### config.mk
export PLATFORM = sky130hd
export DESIGN_NAME = status_led_pattern_driver
export DESIGN_NICKNAME = d
export VERILOG_FILES = /design/src/led_status_pkg.sv /design/src/status_led_pattern_driver.sv /design/src/led_tick_divider.sv /design/src/led_pattern_gen.sv
export SDC_FILE = /design/constraint.sdc
export NUM_CORES = 1
export LEC_CHECK = 0
export ABC_AREA = 1
export BUFFER_PORTS_ARGS = -buffer_cell sky130_fd_sc_hd__buf_2
export CORE_UTILIZATION = 40
export CTS_BUF_LIST = sky130_fd_sc_hd__clkbuf_4 sky130_fd_sc_hd__clkbuf_8
export CTS_CLUSTER_DIAMETER = 150
export DETAILED_ROUTE_END_ITERATION = 10
export GPL_TIMING_DRIVEN = 0
export PLACE_DENSITY = 0.62
export SYNTH_ARGS = -nofsm -noshare
export SYNTH_HDL_FRONTEND = slang
export SYNTH_HIERARCHICAL = 1
export SYNTH_SLANG_ARGS = --single-unit
### constraint.sdc
create_clock -name i_clk -period 2.1 [get_ports i_clk]
set_input_delay 0.21 -clock i_clk [delete_from_list [all_inputs] [get_ports i_clk]]
set_output_delay 0.21 -clock i_clk [all_outputs]
set_load 0.05 [all_outputs]
### src/led_status_pkg.sv
/*
  Constants shared by the indicator pattern driver: register map, bit
  positions, state encodings and pattern timing.
  Assumes a 25 MHz system clock and a plain strobe register port.
*/
package led_status_pkg;
  // ----------------------------------------
  // Clock and timing
  // ----------------------------------------
  localparam int CLK_HZ = 25000000;
  localparam int TICK_US = 1000;
  localparam int TICK_CYCLES = (CLK_HZ / 1000000) * TICK_US;
  localparam logic [7:0] FLICKER_HALF_TICKS = 8'h32;
  localparam logic [7:0] BLINK_HALF_TICKS = 8'hC8;
  localparam logic [7:0] FLASH_ON_TICKS = 8'hC8;
  localparam logic [7:0] FLASH_GAP_TICKS = 8'hC8;
  localparam logic [10:0] FLASH_PAUSE_TICKS = 11'h3E8;

  // ----------------------------------------
  // Register map
  // ----------------------------------------
  localparam logic [15:0] ADDR_SHIFT_OUT_FIRST_CONFIG = 16'h0025;
  localparam logic [15:0] ADDR_STATE_CONTROL = 16'h0100;
  localparam logic [15:0] ADDR_LAMP_STATUS = 16'h0101;
  localparam logic [15:0] SHIFT_CONFIG_RESET = 16'h0000;
  localparam int SHIFT_ENABLE_BIT = 0;

  // State control register fields
  localparam int RUN_LSB = 0;
  localparam int FAULT_LSB = 2;
  localparam int NET_RUN_LSB = 4;
  localparam int NET_ERR_LSB = 7;
  localparam int NODE_SET_BIT = 10;

  // Indicator bit positions in the first output shift register
  localparam int LAMP_RUN = 0;
  localparam int LAMP_FAULT = 1;
  localparam int LAMP_NET_RUN = 4;
  localparam int LAMP_NET_ERR = 5;
  localparam int LAMP_COUNT = 6;

  typedef enum logic [1:0] {RUN_OFF, RUN_STARTUP, RUN_NORMAL} run_state_t;
  typedef enum logic [1:0] {FLT_NONE, FLT_CONFIG, FLT_INTERNAL} fault_state_t;
  typedef enum logic [2:0] {NET_OFF, NET_OPERATIONAL, NET_STOPPED, NET_INIT}
    net_run_t;
  typedef enum logic [2:0] {NERR_NONE, NERR_BUS_OFF, NERR_WARNING, NERR_GUARD}
    net_err_t;
endpackage

### src/status_led_pattern_driver.sv
/*
  Status indicator pattern driver: encodes run, fault and network states
  as steady, blink, flash and flicker levels on the indicator bits of the
  first output shift register image.
  Assumes a 25 MHz clock, synchronous reset, and a host that enables the
  first output shift register before expecting lamp activity.
*/
// The strobed register port was chosen for this implementation.
`timescale 1ns/1ps
`default_nettype none
module status_led_pattern_driver (
  // Clock and reset
  input wire logic i_clk,
  input wire logic i_rst_n,
  // Register port
  input wire logic [15:0] i_addr,
  input wire logic [15:0] i_wdata,
  input wire logic i_wr,
  input wire logic i_rd,
  output logic [15:0] o_rdata,
  // Shift register image of the first output shift register
  output logic [led_status_pkg::LAMP_COUNT-1:0] o_shift_lamps,
  output logic o_shift_enable
);
  import led_status_pkg::*;

  // ----------------------------------------
  // Registers
  // ----------------------------------------
  logic [15:0] shift_cfg, next_shift_cfg;
  logic [15:0] state_ctl, next_state_ctl;
  logic [15:0] rdata, next_rdata;
  logic [LAMP_COUNT-1:0] lamps, next_lamps;

  // Decodes a pattern selection for one lamp
  function automatic logic pick(input logic steady_on, input logic blink_sel,
                                input logic flash1_sel, input logic flash2_sel,
                                input logic flick_sel, input logic blink,
                                input logic flash1, input logic flash2,
                                input logic flicker);
    pick = flick_sel ? flicker :
           flash2_sel ? flash2 :
           flash1_sel ? flash1 :
           blink_sel ? blink : steady_on;
  endfunction

  logic tick, blink, flicker, flash1, flash2;

  led_tick_divider u_div (
    .i_clk(i_clk),
    .i_rst_n(i_rst_n),
    .o_tick(tick)
  );

  led_pattern_gen u_pat (
    .i_clk(i_clk),
    .i_rst_n(i_rst_n),
    .i_tick(tick),
    .o_blink(blink),
    .o_flicker(flicker),
    .o_flash1(flash1),
    .o_flash2(flash2)
  );

  run_state_t run_st;
  fault_state_t flt_st;
  net_run_t net_st;
  net_err_t nerr_st;
  logic node_set;
  logic shift_en;

  always_comb begin
    run_st = run_state_t'(state_ctl[RUN_LSB +: 2]);
    flt_st = fault_state_t'(state_ctl[FAULT_LSB +: 2]);
    net_st = net_run_t'(state_ctl[NET_RUN_LSB +: 3]);
    nerr_st = net_err_t'(state_ctl[NET_ERR_LSB +: 3]);
    node_set = state_ctl[NODE_SET_BIT];
    shift_en = shift_cfg[SHIFT_ENABLE_BIT];
  end

  // ----------------------------------------
  // Register writes and reads
  // ----------------------------------------
  always_comb begin
    next_shift_cfg = shift_cfg;
    next_state_ctl = state_ctl;
    next_rdata = 16'h0000;
    if (i_wr && i_addr == ADDR_SHIFT_OUT_FIRST_CONFIG) begin
      next_shift_cfg = i_wdata;
    end
    if (i_wr && i_addr == ADDR_STATE_CONTROL) begin
      next_state_ctl = i_wdata;
    end
    if (i_rd) begin
      unique case (i_addr)
        ADDR_SHIFT_OUT_FIRST_CONFIG: next_rdata = shift_cfg;
        ADDR_STATE_CONTROL: next_rdata = state_ctl;
        ADDR_LAMP_STATUS: next_rdata = {10'h000, lamps};
        default: next_rdata = 16'h0000;
      endcase
    end
  end

  // ----------------------------------------
  // Lamp pattern selection
  // ----------------------------------------
  always_comb begin
    next_lamps = '0;
    // Encodings beyond the listed states show the lamp off, except that node_set makes both network lamps flicker.
    next_lamps[LAMP_RUN] = pick(run_st == RUN_NORMAL, run_st == RUN_STARTUP,
                                1'b0, 1'b0, 1'b0, blink, flash1, flash2, flicker);
    next_lamps[LAMP_FAULT] = pick(flt_st == FLT_INTERNAL, flt_st == FLT_CONFIG,
                                  1'b0, 1'b0, 1'b0, blink, flash1, flash2, flicker);
    next_lamps[LAMP_NET_RUN] = pick(net_st == NET_OPERATIONAL, net_st == NET_INIT,
                                    net_st == NET_STOPPED, 1'b0, node_set,
                                    blink, flash1, flash2, flicker);
    next_lamps[LAMP_NET_ERR] = pick(nerr_st == NERR_BUS_OFF, 1'b0,
                                    nerr_st == NERR_WARNING, nerr_st == NERR_GUARD,
                                    node_set, blink, flash1, flash2, flicker);
    // Lamps only leave through the enabled shift register image
    if (!shift_en) begin
      next_lamps = '0;
    end
  end

  always_ff @(posedge i_clk) begin
    if (!i_rst_n) begin
      shift_cfg <= SHIFT_CONFIG_RESET;
      state_ctl <= 16'h0000;
      rdata <= 16'h0000;
      lamps <= '0;
    end else begin
      shift_cfg <= next_shift_cfg;
      state_ctl <= next_state_ctl;
      rdata <= next_rdata;
      lamps <= next_lamps;
    end
  end

  assign o_rdata = rdata;
  assign o_shift_lamps = lamps;
  assign o_shift_enable = shift_cfg[SHIFT_ENABLE_BIT];

  // ----------------------------------------
  // Checks
  // ----------------------------------------
  a_run_normal_on: assert property (@(posedge i_clk) disable iff (!i_rst_n)
    (run_st == RUN_NORMAL && shift_en) |=> o_shift_lamps[LAMP_RUN])
    else $error("run lamp not on in normal run");
  a_run_off: assert property (@(posedge i_clk) disable iff (!i_rst_n)
    (run_st == RUN_OFF) |=> !o_shift_lamps[LAMP_RUN])
    else $error("run lamp lit while not running");
  a_fault_internal_on: assert property (@(posedge i_clk) disable iff (!i_rst_n)
    (flt_st == FLT_INTERNAL && shift_en) |=> o_shift_lamps[LAMP_FAULT])
    else $error("fault lamp not on for internal error");
  a_fault_config_blink: assert property (@(posedge i_clk) disable iff (!i_rst_n)
    (flt_st == FLT_CONFIG && shift_en) |=> (o_shift_lamps[LAMP_FAULT] == $past(blink)))
    else $error("fault lamp not blinking on config error");
  a_netrun_stop_flash: assert property (@(posedge i_clk) disable iff (!i_rst_n)
    (net_st == NET_STOPPED && !node_set && shift_en)
      |=> (o_shift_lamps[LAMP_NET_RUN] == $past(flash1)))
    else $error("network run lamp not single flashing");
  a_neterr_guard_flash: assert property (@(posedge i_clk) disable iff (!i_rst_n)
    (nerr_st == NERR_GUARD && !node_set && shift_en)
      |=> (o_shift_lamps[LAMP_NET_ERR] == $past(flash2)))
    else $error("network fault lamp not double flashing");
  a_neterr_flicker: assert property (@(posedge i_clk) disable iff (!i_rst_n)
    (node_set && shift_en) |=> (o_shift_lamps[LAMP_NET_ERR] == $past(flicker)))
    else $error("network fault lamp not flickering");
  a_disabled_dark: assert property (@(posedge i_clk) disable iff (!i_rst_n)
    !shift_en |=> (o_shift_lamps == '0))
    else $error("lamps active with shift register disabled");
endmodule
`default_nettype wire

### src/led_tick_divider.sv
/*
  Free-running divider making a one-cycle tick enable.
  Assumes one system clock and synchronous active-low reset.
*/
`timescale 1ns/1ps
`default_nettype none
module led_tick_divider (
  // Clock and reset
  input wire logic i_clk,
  input wire logic i_rst_n,
  // Tick enable
  output logic o_tick
);
  import led_status_pkg::*;
  localparam logic [15:0] TICK_LAST = 16'(TICK_CYCLES - 1);
  logic [15:0] count;
  logic [15:0] next_count;

  always_comb begin
    next_count = (count == TICK_LAST) ? 16'h0000 : count + 16'h0001;
  end

  always_ff @(posedge i_clk) begin
    if (!i_rst_n) begin
      count <= 16'h0000;
    end else begin
      count <= next_count;
    end
  end

  assign o_tick = (count == TICK_LAST);
endmodule
`default_nettype wire

### src/led_pattern_gen.sv
/*
  Pattern phases for blink, flicker, single and double flash.
  Assumes a one-cycle tick enable from the divider.
*/
`timescale 1ns/1ps
`default_nettype none
module led_pattern_gen (
  // Clock, reset and tick enable
  input wire logic i_clk,
  input wire logic i_rst_n,
  input wire logic i_tick,
  // Pattern levels
  output logic o_blink,
  output logic o_flicker,
  output logic o_flash1,
  output logic o_flash2
);
  import led_status_pkg::*;
  // Flash frame: on, gap, on, long pause
  localparam logic [10:0] F_ON1_END = 11'(FLASH_ON_TICKS);
  localparam logic [10:0] F_GAP_END = 11'(FLASH_ON_TICKS + FLASH_GAP_TICKS);
  localparam logic [10:0] F_ON2_END = 11'(2 * FLASH_ON_TICKS + FLASH_GAP_TICKS);
  localparam logic [10:0] F_LAST = 11'(F_ON2_END + FLASH_PAUSE_TICKS - 1);

  logic [7:0] blink_cnt, next_blink_cnt, flick_cnt, next_flick_cnt;
  logic [10:0] frame, next_frame;
  logic blink, next_blink, flicker, next_flicker;

  always_comb begin
    next_blink_cnt = blink_cnt;
    next_flick_cnt = flick_cnt;
    next_frame = frame;
    next_blink = blink;
    next_flicker = flicker;
    if (i_tick) begin
      if (blink_cnt == BLINK_HALF_TICKS - 8'h01) begin
        next_blink_cnt = 8'h00;
        next_blink = !blink;
      end else begin
        next_blink_cnt = blink_cnt + 8'h01;
      end
      if (flick_cnt == FLICKER_HALF_TICKS - 8'h01) begin
        next_flick_cnt = 8'h00;
        next_flicker = !flicker;
      end else begin
        next_flick_cnt = flick_cnt + 8'h01;
      end
      next_frame = (frame == F_LAST) ? 11'h000 : frame + 11'h001;
    end
  end

  always_ff @(posedge i_clk) begin
    if (!i_rst_n) begin
      blink_cnt <= 8'h00;
      flick_cnt <= 8'h00;
      frame <= 11'h000;
      blink <= 1'b0;
      flicker <= 1'b0;
    end else begin
      blink_cnt <= next_blink_cnt;
      flick_cnt <= next_flick_cnt;
      frame <= next_frame;
      blink <= next_blink;
      flicker <= next_flicker;
    end
  end

  assign o_blink = blink;
  assign o_flicker = flicker;
  assign o_flash1 = (frame < F_ON1_END);
  assign o_flash2 = (frame < F_ON1_END) || (frame >= F_GAP_END && frame < F_ON2_END);
endmodule
`default_nettype wire

==> results.json <==
{
  "failed_checks": "DRC",
  "regToRegSetupSlack_ns": 0.18,
  "synthArstFlopShare_pct": 0,
  "grt_first_pass_wirelength_mm": 19.0,
  "worst_pin_slew_ns": 0.580,
  "via_count": 4337,
  "fin_setup_tns_ns": 0,
  "initial_core_util_pct": 41.5,
  "antenna_cells": 0,
  "grt_pass1_vias": 4206,
  "ys_types": 38,
  "drtAntennaViolNets": 0,
  "grt_start_max_net_pins": 15,
  "antenna_found_initial": 0,
  "chipHeight_um": 111,
  "synth_compound_area_share_pct": 6.23,
  "cap_violations": 0,
  "seq_area_frac_synth_pct": 40.6,
  "drt_iter0_drc": 237,
  "hold_buffers": 0,
  "cts_buffers": 9,
  "syn2layout_area_growth_pct": 13.2,
  "finalMaxSlewViolations": 0,
  "worst_clock_skew_ns": 0.0141,
  "outcome": "finished with violations",
  "timing.rr.start": "u_div/count[0]",
  "place.detailed.hpwl_mm": 8.18,
  "synthMuxAreaShare_pct": 0,
  "hold-path-cell-count": 3,
  "peakVddDrop_v": 0.000372,
  "netlist_instances": 690,
  "avgViaCountPerCell": 4.80,
  "max_freq_mhz": 520,
  "leakagePower_nw": 2.40,
  "clkTransAtPathRegs_ns": 0.09,
  "port_buffers": 56,
  "synthXorXnorAreaFrac_pct": 2.38,
  "ys.warnings.count": 6,
  "final_net_count": 801,
  "dieWidth_um": 111,
  "fill_cells": 1167,
  "finalCriticalPeriod_ns": 1.92,
  "final_cell_mix": "nand2_1 (163), nor2_1 (119), dfxtp_1 (97)",
  "arrival_ns": 2.18,
  "r2r_cells": 10,
  "synth_fa_ha_area_share_pct": 1.83,
  "firstDrtPassIters": 8,
  "drcViolationCount": 16,
  "syn_avg_cell_area_um2": 6.93,
  "core_area_um2": 11500,
  "synth_top_area_share_pct": 40.6,
  "cts_tree": "done",
  "hold_viol": 0,
  "overflow": 0,
  "synth_top_area_cell": "dfxtp_1",
  "required_ns": 2.35,
  "min_to": "state_ctl[8]",
  "synth_top_family_by_area": "simple AND/OR/NAND/NOR gates",
  "final_common_cell": "nand2_1",
  "cts_sinks": 97,
  "endpoint_kind": "register",
  "cts-htree-levels": 3,
  "io-pin-count": 59,
  "ys_top_cells_by_area": "dfxtp_1 (41%), nand2_1 (13%), nor2_1 (9.3%), inv_1 (7.1%), nand3_1 (5.8%)",
  "start_kind": "register",
  "synth-edff-count": 0,
  "die_area_um2": 12400,
  "r2r_end": "u_pat/blink_cnt[0]",
  "rsz0062_at_grt": "no",
  "drt-total-wl_mm": 10.9,
  "hold_path_startpoint": "i_wdata[8]",
  "power_density_nw_per_um2": 568,
  "cp_max_fo": 5,
  "clockBufferDepth": 2,
  "maxSlewHeadroom_pct": 61.3,
  "hp-class": "in2reg",
  "post-route-period-util_pct": 91.6,
  "fin_util_pct": 47.0,
  "cts_root_buffer": "clkbuf_8",
  "netlist_area_um2": 4780,
  "drive_gt1_share_pct": 17.0,
  "place_congestion": 0.857,
  "clkLatencyLatePin_ns": 0.37,
  "path_class": "reg2reg",
  "grtUsageTotal_pct": 18.9,
  "yosys.area_share.simple_pct": 37.9,
  "report.power.total_w": 0.00307,
  "ys_ff_latch": 97,
  "postCtsSetupBuffers": 0,
  "ys.flop_type": "dfxtp_1",
  "wl_per_cell_um": 12.0,
  "setup_viol": 0,
  "rows": 39
}
-- power breakdown --
group | internal (W) | switching (W) | leakage, nW
clock network | 0.000462 | 0.000637 | 0.0884
registers | 0.00184 | 0.00000578 | 0.781
logic | 0.0000470 | 0.0000783 | 1.53
total | 0.00235 | 0.000721 | 2.40
-- synthesized netlist by cell type (3+ instances only) --
master,n
nand2_1,163
nor2_1,119
dfxtp_1,97
inv_1,91
nand3_1,55
a21oi_1,22
nand4_1,18
nor2_2,18
xor2_1,11
a21boi_1,9
nor3_1,9
o21ai_0,9
buf_2,7
buf_6,7
ha_1,7
clkbuf_1,6
nand2_2,6
nand3_2,5
nor2_4,5
buf_4,3
-- sequential cells by signal (all words and copies together) (netlist names) --
register         count
state_ctl           16
o_shift_lamps        4
u_pat/blink_cnt      8
u_div/count         16
o_rdata             16
u_pat/o_flicker      1
u_pat/o_blink        1
u_pat/flick_cnt      8
shift_cfg           16
u_pat/frame         11
-- metrics by stage --
stage	area (um2)	std cells	hold slack, ns	setup WS, ns
floorplan	4780	691	0.345	0.490
global placement	5240	890	0.450	0.225
detailed placement	5240	890	0.453	0.180
CTS	5410	904	0.0547	0.177
global route	5410	904	0.0784	0.00990
finish	5410	904	0.0741	0.177
-- kinds of logic (layout without fill, tap and decap cells) --
logic type | Yosys count | after routing
AO/OA/AOI/OAI | 50 | 50
XOR/XNOR | 13 | 13
adder cells (fa/ha/maj) | 7 | 7
buffers and inverters | 117 | 187
flip-flops | 97 | 97
other | 1 | 2
AND/OR/NAND/NOR | 405 | 405
-- repair_timing --
item / CTS / global route
hold endpoints to repair: 0 / 0
gates resized for setup: 0 / 1
setup endpoints to repair: 0 / 1
-- area by class of cell --
| class | count | area, um2 | area share (%) |
|---|---|---|---|
| tap | 143 | 179 | 3.31 |
| timing repair buffer | 56 | 280 | 5.18 |
| multi-input combinational | 477 | 2320 | 42.9 |
| buffer | 24 | 174 | 3.21 |
| clock buffer | 11 | 145 | 2.68 |
| inverter | 93 | 349 | 6.45 |
| sequential | 97 | 1940 | 35.9 |
| clock inverter | 3 | 18.8 | 0.347 |
-- worst max-delay path by stage --
stage,startpoint,to,slack (ns),depth (start not counted)
final,u_div/count[0],u_pat/blink_cnt[0],0.18,10
after global routing,u_div/count[0],u_pat/blink_cnt[0],0.01,10
after CTS,u_div/count[0],u_pat/blink_cnt[0],0.18,10
after detailed placement,u_div/count[0],u_pat/blink_cnt[7],0.18,10
after global placement,u_div/count[0],u_pat/flick_cnt[7],0.22,12
after floorplan,u_div/count[0],u_pat/blink_cnt[7],0.49,10
-- layer usage --
metal  share of wire [%]  global-route usage (%)  up-vias
met5                   0                       0        -
met4                 1.7                    6.85        0
met3                 5.0                    4.05       16
met2                  46                    32.2       90
met1                  48                    23.5     1950
li1                    -                       -     2281
-- critical path, stage by stage (launching register included) --
cell,delay [ns]
dfxtp_1,0.40
ha_1,0.20
nand4_1,0.11
nor2_1,0.14
nand2_2,0.09
inv_1,0.18
inv_1,0.14
nor3_2,0.23
nand2_1,0.10
nand2_1,0.15
nor3_1,0.07
(Power assumes the default switching activity.)
